$ cat src/common/sbac_pkg.sv
/*
 * Constants for the system bus arbitration and control block.
 * Assumes a single core clock; all bus pins are active low.
 */
package sbac_pkg;

    localparam logic [31:0] ADDR_CTRL = 32'h0000_0000;
    localparam logic [31:0] ADDR_STATUS = 32'h0000_0004;
    localparam logic [31:0] ADDR_BPM = 32'h0000_0008;
    localparam logic [31:0] ADDR_AGENT = 32'h0000_000c;

    localparam int CTRL_REQ = 0;
    localparam int CTRL_LOCK = 1;
    localparam int CTRL_STALL = 2;
    localparam int CTRL_ERR = 3;
    localparam int CTRL_DBG_RDY = 4;
    localparam int CTRL_DONE = 5;

    localparam logic [31:0] CTRL_RESET = 32'h0000_0000;
    localparam logic [3:0] BPM_RESET = 4'h0;
    localparam logic [1:0] BSEL_RESET = 2'h0;

    // Power-on configuration straps are sampled during this many cycles
    localparam int CFG_CYCLES = 4;

    localparam logic [1:0] DEFAULT_BUS_FREQ_SELECT = 2'h0;

endpackage : sbac_pkg

$ cat src/hw/sbac_sync.sv
/*
 * Two flip-flop synchroniser for a vector of pin inputs.
 * Assumes synchronous active-low reset on the destination clock.
 */
`timescale 1ns/1ps
module sbac_sync #(
    parameter int WIDTH = 1,
    parameter logic [WIDTH-1:0] INIT = '1
) (
    input wire logic clk,
    input wire logic rst_n,
    input wire logic [WIDTH-1:0] din,
    output logic [WIDTH-1:0] dout
);
    logic [WIDTH-1:0] stage1;
    logic [WIDTH-1:0] next_stage1;
    logic [WIDTH-1:0] next_dout;

    always_comb begin
        next_stage1 = din;
        next_dout = stage1;
        if (!rst_n) begin
            next_stage1 = INIT;
            next_dout = INIT;
        end
    end

    always_ff @(posedge clk) begin
        stage1 <= next_stage1;
        dout <= next_dout;
    end
endmodule : sbac_sync

$ cat src/hw/sbac_core.sv
/*
 * Processor-side bus arbitration and control: bus init, stall, priority
 * request, agent request, frequency select, breakpoint monitor pins,
 * with an APB register slave.
 * Assumes pins come from the bus clock domain and are synchronised here.
 */
// The APB interface to the registers and the address map are this design's own decisions.
`timescale 1ns/1ps
// Notes on behaviour
// - Drive bus init on fatal error if enabled
// - Observed bus init resets lock, arbitration
// - Queue and tracking survive bus init
// - After bus init, re-arbitrate, finish queue
// - Assert block-next-request when unable to accept
// - No new transaction while stall active
// - Monitor pin four is probe ready
// - Monitor pin five is probe request
// - Priority request stops new unlocked requests
// - Request bus on agent request output
// - Sample request pin at configuration, agent 0
// - Drive two-bit frequency select outputs
// - All agents share one bus frequency
// - Drive and latch on bus clock; here all on CORE_CLK
module sbac_core #(
    parameter logic [1:0] BUS_FREQ_SELECT = sbac_pkg::DEFAULT_BUS_FREQ_SELECT,
    parameter int CFG_CYCLES = sbac_pkg::CFG_CYCLES
) (
    input wire logic CORE_CLK,
    input wire logic NRST,
    input wire logic [31:0] PADDR,
    input wire logic PSEL,
    input wire logic PENABLE,
    input wire logic PWRITE,
    input wire logic [31:0] PWDATA,
    output logic [31:0] PRDATA,
    output logic PREADY,
    output logic PSLVERR,
    input wire logic BUS_INIT_N_IN,
    output logic BUS_INIT_N_OUT,
    output logic BUS_INIT_N_OE,
    input wire logic BLOCK_NEXT_REQ_N_IN,
    output logic BLOCK_NEXT_REQ_N_OUT,
    output logic BLOCK_NEXT_REQ_N_OE,
    input wire logic PRIORITY_BUS_REQ_N,
    input wire logic AGENT_BUS_REQ_N_IN,
    output logic AGENT_BUS_REQ_N_OUT,
    output logic AGENT_BUS_REQ_N_OE,
    input wire logic INIT_DRIVE_EN,
    input wire logic INIT_OBSERVE_EN,
    input wire logic PROBE_REQUEST_N,
    output logic [3:0] BRKPT_MONITOR_N,
    output logic PROBE_READY_N,
    output logic PROBE_REQ_SEEN,
    output logic [1:0] BUS_FREQ_SELECT_OUT
);

    typedef enum logic [3:0] {
        ARB_IDLE = 4'b0001,
        ARB_REQ = 4'b0010,
        ARB_OWN = 4'b0100,
        ARB_HOLD = 4'b1000
    } sbac_arb_t;

    ////////////////////////////////////////////////////////////////////////
    // Pin synchronisers

    logic [6:0] pins_raw;
    logic [6:0] pins;
    logic init_in_n, bnr_in_n, priority_bus_req_n_n, br_in_n, probe_request_n_n;
    logic drive_strap, observe_strap;

    assign pins_raw = {INIT_OBSERVE_EN, INIT_DRIVE_EN, PROBE_REQUEST_N,
        AGENT_BUS_REQ_N_IN, PRIORITY_BUS_REQ_N, BLOCK_NEXT_REQ_N_IN,
        BUS_INIT_N_IN};
    assign {observe_strap, drive_strap, probe_request_n_n, br_in_n, priority_bus_req_n_n, bnr_in_n,
        init_in_n} = pins;

    sbac_sync #(.WIDTH(7), .INIT(7'h7f)) u_sync (
        .clk(CORE_CLK),
        .rst_n(NRST),
        .din(pins_raw),
        .dout(pins)
    );

    ////////////////////////////////////////////////////////////////////////
    // State

    logic [31:0] ctrl;
    logic [31:0] next_ctrl;
    logic [3:0] monitor_n;
    logic [3:0] next_monitor_n;
    logic [7:0] cfg_cnt;
    logic [7:0] next_cfg_cnt;
    logic cfg_done;
    logic next_cfg_done;
    logic drive_en;
    logic next_drive_en;
    logic observe_en;
    logic next_observe_en;
    logic agent_zero;
    logic next_agent_zero;
    sbac_arb_t arb;
    sbac_arb_t next_arb;
    logic lock_active;
    logic next_lock_active;
    logic [7:0] queue_cnt;
    logic [7:0] next_queue_cnt;
    logic init_seen;
    logic next_init_seen;
    logic [7:0] init_cnt;
    logic [7:0] next_init_cnt;
    logic issued;
    logic next_issued;
    logic init_drive;
    logic next_init_drive;
    logic bnr_drive;
    logic next_bnr_drive;
    logic br_drive;
    logic next_br_drive;
    logic [31:0] prdata;
    logic [31:0] next_prdata;
    logic pready;
    logic next_pready;
    logic pslverr;
    logic next_pslverr;
    logic probe_ready_n;
    logic next_probe_ready_n;
    logic probe_request_n_seen;
    logic next_probe_request_n_seen;
    logic [1:0] bsel;
    logic [1:0] next_bsel;
    logic init_obs, stall, priority_hold, apb_access, ctrl_wr;

    function automatic logic addr_hit(input logic [31:0] a,
            input logic [31:0] r);
        addr_hit = (a[31:2] == r[31:2]);
    endfunction : addr_hit

    assign init_obs = observe_en && !init_in_n;
    assign stall = !bnr_in_n;
    assign priority_hold = !priority_bus_req_n_n && !lock_active;
    assign apb_access = PSEL && PENABLE && !pready;
    assign ctrl_wr = apb_access && PWRITE &&
        addr_hit(PADDR, sbac_pkg::ADDR_CTRL);

    ////////////////////////////////////////////////////////////////////////
    // Configuration, arbitration and pin drive

    always_comb begin
        next_cfg_cnt = cfg_cnt;
        next_cfg_done = cfg_done;
        next_drive_en = drive_en;
        next_observe_en = observe_en;
        next_agent_zero = agent_zero;
        next_arb = arb;
        next_lock_active = ctrl[sbac_pkg::CTRL_LOCK];
        next_queue_cnt = queue_cnt;
        next_init_seen = init_seen;
        next_init_cnt = init_cnt;
        next_issued = 1'b0;
        next_init_drive = init_drive;
        next_bnr_drive = ctrl[sbac_pkg::CTRL_STALL];
        next_br_drive = 1'b0;
        next_probe_ready_n = !ctrl[sbac_pkg::CTRL_DBG_RDY];
        next_probe_request_n_seen = probe_request_n_seen || !probe_request_n_n;
        next_bsel = BUS_FREQ_SELECT;
        next_monitor_n = monitor_n;
        if (!cfg_done) begin
            next_cfg_cnt = cfg_cnt + 8'h01;
            next_drive_en = drive_strap;
            next_observe_en = observe_strap;
            next_agent_zero = !br_in_n;
            if (cfg_cnt == 8'(CFG_CYCLES - 1)) begin
                next_cfg_done = 1'b1;
            end
        end else begin
            if (ctrl[sbac_pkg::CTRL_ERR] && drive_en) begin
                next_init_drive = 1'b1;
            end else if (!ctrl[sbac_pkg::CTRL_ERR]) begin
                next_init_drive = 1'b0;
            end
            if (ctrl_wr && PWDATA[sbac_pkg::CTRL_REQ]) begin
                next_queue_cnt = queue_cnt + 8'h01;
            end
            if (ctrl_wr && PWDATA[sbac_pkg::CTRL_DONE] &&
                    queue_cnt != 8'h00) begin
                next_queue_cnt = next_queue_cnt - 8'h01;
            end
            if (init_obs) begin
                next_arb = ARB_IDLE;
                next_lock_active = 1'b0;
                next_init_seen = 1'b1;
                next_init_cnt = init_cnt + 8'h01;
            end else begin
                unique case (arb)
                    ARB_IDLE: begin
                        if (queue_cnt != 8'h00) begin
                            next_arb = ARB_REQ;
                        end
                    end
                    ARB_REQ: begin
                        next_br_drive = 1'b1;
                        if (priority_hold || stall) begin
                            next_arb = ARB_HOLD;
                        end else begin
                            next_arb = ARB_OWN;
                        end
                    end
                    ARB_OWN: begin
                        next_br_drive = 1'b1;
                        if (priority_hold || stall) begin
                            next_arb = ARB_HOLD;
                        end else begin
                            next_issued = 1'b1;
                            next_monitor_n = monitor_n - 4'h1;
                            if (queue_cnt <= 8'h01) begin
                                next_arb = ARB_IDLE;
                            end
                        end
                    end
                    ARB_HOLD: begin
                        next_br_drive = 1'b1;
                        if (!priority_hold && !stall) begin
                            next_arb = ARB_OWN;
                        end
                    end
                endcase
            end
        end
        if (!NRST) begin
            next_cfg_cnt = 8'h00;
            next_cfg_done = 1'b0;
            next_drive_en = 1'b0;
            next_observe_en = 1'b0;
            next_agent_zero = 1'b0;
            next_arb = ARB_IDLE;
            next_lock_active = 1'b0;
            next_queue_cnt = 8'h00;
            next_init_seen = 1'b0;
            next_init_cnt = 8'h00;
            next_issued = 1'b0;
            next_init_drive = 1'b0;
            next_bnr_drive = 1'b0;
            next_br_drive = 1'b0;
            next_probe_ready_n = 1'b1;
            next_probe_request_n_seen = 1'b0;
            next_bsel = sbac_pkg::BSEL_RESET;
            next_monitor_n = ~sbac_pkg::BPM_RESET;
        end
    end

    always_ff @(posedge CORE_CLK) begin
        cfg_cnt <= next_cfg_cnt;
        cfg_done <= next_cfg_done;
        drive_en <= next_drive_en;
        observe_en <= next_observe_en;
        agent_zero <= next_agent_zero;
        arb <= next_arb;
        lock_active <= next_lock_active;
        queue_cnt <= next_queue_cnt;
        init_seen <= next_init_seen;
        init_cnt <= next_init_cnt;
        issued <= next_issued;
        init_drive <= next_init_drive;
        bnr_drive <= next_bnr_drive;
        br_drive <= next_br_drive;
        probe_ready_n <= next_probe_ready_n;
        probe_request_n_seen <= next_probe_request_n_seen;
        bsel <= next_bsel;
        monitor_n <= next_monitor_n;
    end

    ////////////////////////////////////////////////////////////////////////
    // APB slave, answers one cycle after the access phase starts

    always_comb begin
        next_ctrl = ctrl;
        next_prdata = prdata;
        next_pready = 1'b0;
        next_pslverr = 1'b0;
        if (apb_access) begin
            next_pready = 1'b1;
            next_prdata = 32'h0000_0000;
            if (addr_hit(PADDR, sbac_pkg::ADDR_CTRL)) begin
                if (PWRITE) begin
                    next_ctrl = {26'h0, 1'b0, PWDATA[4:0]};
                end else begin
                    next_prdata = ctrl;
                end
            end else if (addr_hit(PADDR, sbac_pkg::ADDR_STATUS)) begin
                next_prdata = {init_cnt, queue_cnt, 8'h00,
                    arb, !priority_bus_req_n_n, stall, init_seen, issued};
            end else if (addr_hit(PADDR, sbac_pkg::ADDR_BPM)) begin
                next_prdata = {26'h0, probe_request_n_seen, !probe_ready_n, ~monitor_n};
            end else if (addr_hit(PADDR, sbac_pkg::ADDR_AGENT)) begin
                next_prdata = {27'h0, cfg_done, agent_zero, observe_en,
                    drive_en, 1'b0};
            end else begin
                next_pslverr = 1'b1;
            end
        end
        if (!NRST) begin
            next_ctrl = sbac_pkg::CTRL_RESET;
            next_prdata = 32'h0000_0000;
            next_pready = 1'b0;
            next_pslverr = 1'b0;
        end
    end

    always_ff @(posedge CORE_CLK) begin
        ctrl <= next_ctrl;
        prdata <= next_prdata;
        pready <= next_pready;
        pslverr <= next_pslverr;
    end

    ////////////////////////////////////////////////////////////////////////
    // Outputs; bus init, block-next-request and agent request open-drain style: drive low only when asserted

    assign PRDATA = prdata;
    assign PREADY = pready;
    assign PSLVERR = pslverr;
    assign BUS_INIT_N_OUT = 1'b0;
    assign BUS_INIT_N_OE = init_drive;
    assign BLOCK_NEXT_REQ_N_OUT = 1'b0;
    assign BLOCK_NEXT_REQ_N_OE = bnr_drive;
    assign AGENT_BUS_REQ_N_OUT = 1'b0;
    assign AGENT_BUS_REQ_N_OE = br_drive;
    assign BRKPT_MONITOR_N = monitor_n;
    assign PROBE_READY_N = probe_ready_n;
    assign PROBE_REQ_SEEN = probe_request_n_seen;
    assign BUS_FREQ_SELECT_OUT = bsel;

endmodule : sbac_core

$ cat config.mk
export PLATFORM = sky130hd
export DESIGN_NAME = sbac_core
export DESIGN_NICKNAME = d
export VERILOG_FILES = /design/src/common/sbac_pkg.sv /design/src/hw/sbac_sync.sv /design/src/hw/sbac_core.sv
export SDC_FILE = /design/constraint.sdc
export NUM_CORES = 1
export LEC_CHECK = 0
export BUFFER_PORTS_ARGS = -buffer_cell sky130_fd_sc_hd__buf_2
export CORE_UTILIZATION = 50
export DETAILED_ROUTE_END_ITERATION = 8
export GPL_ROUTABILITY_DRIVEN = 1
export PLACE_DENSITY = 0.78
export RECOVER_POWER = 50
export SETUP_SLACK_MARGIN = 0.05
export SLEW_MARGIN = 15
export SYNTH_ARGS = -nofsm -noshare
export SYNTH_HDL_FRONTEND = slang
export SYNTH_SLANG_ARGS = --single-unit
$ cat constraint.sdc
create_clock -name CORE_CLK -period 3.8 [get_ports CORE_CLK]
set_input_delay 1.14 -clock CORE_CLK [delete_from_list [all_inputs] [get_ports CORE_CLK]]
set_output_delay 1.14 -clock CORE_CLK [all_outputs]
set_load 0.03 [all_outputs]
======== Word-level counts from Yosys, hierarchy flattened ========
Index checks and enable logic that the tools add are counted.
word-level totals
  bits in registers ....................... 97
  bits of input ports ..................... 76
  output and inout port bits .............. 48
  logic and storage cells ................. 107
operators by class
  add/subtract/negate cells ............... 5
  order comparisons ....................... 1
  equality and inequality tests ........... 12
  muxes and demuxes ....................... 25
  bitwise logic cells ..................... 7
  reduce and logical (&&, ||, !) cells .... 34
operators with widths
  kind                   number
  $mux W32               2
  $eq A30 B2 Y1 const B  2
  $eq A30 B1 Y1 const B  1
  $logic_not A30 Y1      1
  $add A8 B1 Y8 const B  3
  $mux W4                6
  $mux W8                3
  $pmux W4 S4            1
  $logic_and A1 B1 Y1    11
  $logic_not A1 Y1       10
  $mux W1                10
  $mux W5                2
  $eq A8 B2 Y1 const B   1
  $le A8 B1 Y1 const B   1
  $reduce_and A4 Y1      2
  $reduce_bool A8 Y1     1
  $sub A8 B1 Y8 const B  1
  $mux W6                1
  $ne A3 B3 Y1 const B   2
  $not A1 Y1             6
  $reduce_or A3 Y1       2
  $reduce_or A5 Y1       1
  $eq A4 B1 Y1 const B   1
  $eq A4 B2 Y1 const B   1
  10 further kinds       12

======== Logic depth before layout (Yosys ltp) ========
  depth in word-level cells ............... 9
  depth in mapped cells ................... 9

======== Cells and area by module ========
A second synthesis with hierarchy kept.
unflattened totals
  cell total of the unflattened synthesis .. 489
  area total of the unflattened synthesis .. 4170.2 µm²
by module, submodules not included
  module     instances  cells an instance  area an instance (µm²)  sequential area each (µm²)
  sbac_core  1          460                3778.6                  1501.4
  sbac_sync  1          29                 391.6                   280.3

======== Least setup slack after synthesis ========
OpenSTA, ideal clock, no wires.
  path type ............................... input to register
  from .................................... in PADDR[3]
  to ...................................... reg queue_cnt[4]
  data arrival time ....................... 3.007 ns
  setup slack ............................. 0.665 ns
  stages on the path ...................... 9
  cells stage by stage .................... and4bb_2 > nand2_1 > nor4_4 > mux2i_1 > ha_1 > nand4_1 > o211ai_1 > xor2_1 > nor2_1
between the ends
  word-level cells in the longest chain between the ends .. 7
RTL lines
  what                   line              RTL
  start, declared        sbac_core.sv:30   input wire logic [31:0] PADDR,
  $logic_not A30 Y1 *    sbac_core.sv:136  addr_hit = (a[31:2] == r[31:2]);
  $logic_and A1 B1 Y1 *  sbac_core.sv:143  assign ctrl_wr = apb_access && PWRITE &&
  $logic_and A1 B1 Y1    sbac_core.sv:182  if (ctrl_wr && PWDATA[sbac_pkg::CTRL_REQ]) begin
  $mux W8                sbac_core.sv:182
  $mux W8                sbac_core.sv:168  if (!cfg_done) begin
  $sub A8 B1 Y8          sbac_core.sv:187  next_queue_cnt = next_queue_cnt - 8'h01;
  $mux W8 *              sbac_core.sv:185  if (ctrl_wr && PWDATA[sbac_pkg::CTRL_DONE] &&
  end signal, assigned   sbac_core.sv:260  queue_cnt <= next_queue_cnt;
  end, declared          sbac_core.sv:106  logic [7:0] queue_cnt;
Every way passes the cells marked *; elsewhere a longest branch is shown, timed or not. The select of a mux whose other input is x is not followed.
A chain may end at the register's enable or synchronous reset.

======== Worst setup path after layout ========
Ends and elaborated chain as after synthesis.

==> flow_results.org <==
** Global route
- Entering global routing, the biggest net connects 35 pins.
- The total overflow left after global routing is 0.
- Vias in the first global route :: 3323
- Across every metal layer, demand over resource in global routing totals 0.224.
- The first global-routing pass estimated 15.4 mm of wire.
- Antenna violations before repair :: 0

** Die
- Count of boundary I/O pins :: 124
- The floorplan step defined a die boundary enclosing 8670 um^2.
- The die is 93.1 um tall.
- Core area :: 7890 um^2
- Die outline width :: 93.1 um
- Initial Util :: 0.526
- Row generation in the floorplan step produced 32 rows.

** Synthesis
- Among all flip-flop cells after synthesis, the most frequent one is dfxtp_1.
- Synth Instances :: 453
- The mapped netlist covers 4150 um^2.
- Xor/xnor share of the synthesized area :: 0.0633
- Share of cell area taken by muxes after synthesis :: 0.0467
- After synthesis, the largest family of logic cells by area is simple AND/OR/NAND/NOR gates.
- Of the total synthesized cell area, the portion taken by full adders, half adders and majority gates is 0.0211.
- Number of flops mapped to enable cells by yosys :: 0
- Number of distinct library cells after synthesis :: 59
- Post-synthesis async set-or-reset flop share :: 0
- Of the total synthesized cell area, the portion taken by AND, OR, NAND and NOR gates is 0.273.
- Sequential-to-total area share from yosys stat :: 0.429
- Averaged over all synthesized cells, the footprint is 9.16 um^2.
- The share of the synthesized area in compound gates (AO/OA/AOI/OAI) is 0.105.
- Warnings from Yosys :: 0
- In this run, synthesis produced a sequential element count of 89.

** STA
- Number of max-slew violations in the final report :: 0
- Worst slew slack as a fraction of its limit :: 0.163
- Based on the critical path, the design can be clocked at up to 309 MHz.
- Tightest Pin Transition :: 1260 ps
- Part of the cycle the worst path needs :: 0.852
- Setup repair after global routing left no endpoint under its margin.
- Total of endpoints with negative setup slack in the final report :: 0
- The routed design could run at a clock period as short as 3240 ps.
- For the final routed database, the setup TNS stands at 0 ps.
- Final hold violation count :: 0
- Maximum clock skew at final layout :: 7.65 ps

** Clock tree
- Once the clock tree was built, the setup fixing pass inserted 0 buffers.
- Cts hold-fix bufs :: 0
- Number of clock sinks seen by CTS :: 89
- Clock-pin slew was measured on the worst setup and hold paths at 90 ps.
- Longest Clk Path Bufs :: 2
- TritonCTS clock tree :: yes
- H-Tree Depth :: 3
- Clock tree synthesis inserted a total of 9 buffers.
- The cell sitting at the root of the clock tree is a clkbuf_8.
- Number of resized instances in the post-cts repair step :: 0
- Worst skew pair latency :: 350 ps

** Final layout
- Area grow syn2layout :: 14.6%
- Number of nets at the end of the flow :: 608
- Leaving out fill and tap cells, the most frequent cell in the layout is dfxtp_1.
- Seq. cell area :: 1780 um^2
- Multi-input gate area in the final layout :: 2160 um^2
- 0 antenna diodes ended up in the layout.
- Most used cells in the layout excluding fill and tap cells :: 89 x dfxtp_1, 68 x nor2_1, 63 x buf_2, 22 x nand2_1, 21 x clkbuf_1
- Number of fill cells :: 692
- Layout cell share with drive strength beyond 1 :: 0.198
- Layout Cells excl Fill :: 632

** Critical path
- Maximum net fanout on the critical path :: 13
- The worst setup path is launched from an input port.
- The setup path with the least slack is of type in -> reg.
- The largest single stage delay on the critical path is 470 ps.
- Type of element capturing the critical path :: flop
- Crit path max-delay cell type :: nor4_4
- STA puts the critical path data required time at 4010 ps.
- For the worst setup path, the data arrival time is 3450 ps.
- The signal on the critical path passes through buf_2, and4bb_2, nand2_1, nor4_4, mux2i_1, ha_1, nand4_1, o211ai_1, xor2_1, nor2_1.

** Place
- Including well taps, the total number of placed cells is 616.
- Once detailed placement completed, the half-perimeter wirelength came to 6.55 mm.
- At the end of routability-driven placement, the weighted congestion stood at 0.856.
- Buffers added on ports :: 82

** Run
- Across the run, the number of max-cap violations was 0.

** Route
- For this run, the detailed router's first-pass iteration total came to 5.
- The final layout contains routed wiring with a total length of 9.14 mm.
- Dividing the detail-routed wire length by the instance count gives 14.5 um.
- Once detail routing completed, the nets flagged for antenna violations numbered 0.
- Via Count :: 3438
- Routed vias/inst :: 5.44
- # DRC :: 0
- Detailed router's first-iteration violation count :: 193

** Hold path
- The path class of the tightest hold or removal check is reg -> reg.

** Power
- Power density of the placed cells :: 372 nW/um^2
- Logic gate share of total power :: 0.082
- P_int :: 1.33 mW
- Leakage power :: 1.86 nW
- Of the total power, registers draw 0.545.
- Proportion of power drawn by the clock network :: 0.373
- Maximum VDD drop :: 0.232 mV
- PnR Total Power :: 1.77 mW
- Switching fraction of total power :: 0.249
- For this design the total switching power over the nets is 0.440 mW.

** Run status
- Outcome :: finished clean
==> sequential cells by signal (all words and copies together) (netlist names), 4 cells and up <==
name             count
BRKPT_MONITOR_N      4
u_sync.dout          7
PRDATA              24
u_sync.stage1        7
arb                  4
init_cnt             8
queue_cnt            8
cfg_cnt              8
ctrl                 5
==> Yosys cell counts, types with 6 or more instances <==
cell type,number,area [um^2]
nor4_4,7,149
a22oi_1,18,135
xor2_1,19,166
ha_1,7,87.6
nand2_1,22,82.6
nand4_1,6,37.5
nor2_1,68,255
mux2i_1,16,160
nand2b_1,18,113
inv_1,11,41.3
o21ai_0,7,35.0
nand3_1,13,65.1
dfxtp_1,89,1780
clkbuf_1,22,82.6
nor4_1,10,62.6
buf_4,14,105
nor3_1,11,55.1
xnor2_1,11,96.3
a21oi_1,15,75.1
==> layout make-up <==
cell class | count | share of cell area
clock buffers | 11 | 0.0297
clock inverters | 5 | 0.0129
inverters | 12 | 0.00947
multi-input cells | 323 | 0.454
flip-flops and latches | 89 | 0.375
well taps | 102 | 0.0268
repair buffers | 90 | 0.0926
==> power groups by stage <==
| stage | registers, mW | clock network, mW | logic [mW] |
|---|---|---|---|
| floorplan | 0.986 | 0 | 0.101 |
| global placement | 0.984 | 0 | 0.142 |
| finish | 0.963 | 0.661 | 0.145 |
| global route | 0.967 | 0.710 | 0.158 |
| CTS | 0.964 | 0.674 | 0.146 |
| detailed placement | 0.986 | 0 | 0.145 |
==> routing by layer <==
layer / share of wire / GRT usage
met3: 0.060 / 0.0415
met2: 0.48 / 0.366
met4: 0.016 / 0.0897
met5: 0 / 0
met1: 0.45 / 0.290
==> critical path, delay by kind of cell <==
family / cells / cell delay, ps
adder cells (fa/ha/maj): 1 / 290
AO/OA/AOI/OAI: 1 / 220
XOR/XNOR: 1 / 170
AND/OR/NAND/NOR: 5 / 1130
multiplexers: 1 / 310
buffers and inverters: 1 / 190
==> through the flow <==
stage	hold WS (ps)	setup slack, ps	cell area (um^2)	util
CTS	415	635	4790	0.607
global route	431	395	4760	0.603
finish	411	563	4760	0.603
detailed placement	393	284	4580	0.581
floorplan	365	665	4200	-
global placement	378	364	4580	0.581
==> cell families after synthesis <==
group,after synthesis
other,1
XOR/XNOR,30
AO/OA/AOI/OAI,63
adder cells (fa/ha/maj),7
AND/OR/NAND/NOR,192
multiplexers,18
buffers and inverters,53
flip-flops,89
==> path summary, 6_finish.rpt <==
kind / from / to / slack, ps / cells past startpoint
worst max-delay path: PADDR[3] / queue_cnt[4] / 560 / 10
worst min-delay path: ctrl[4] / PROBE_READY_N / 410 / 1
worst max register to register: PREADY / queue_cnt[4] / 1250 / 9
worst min register to register: ctrl[4] / PROBE_READY_N / 410 / 1
Power figures use the tool's default switching activity.
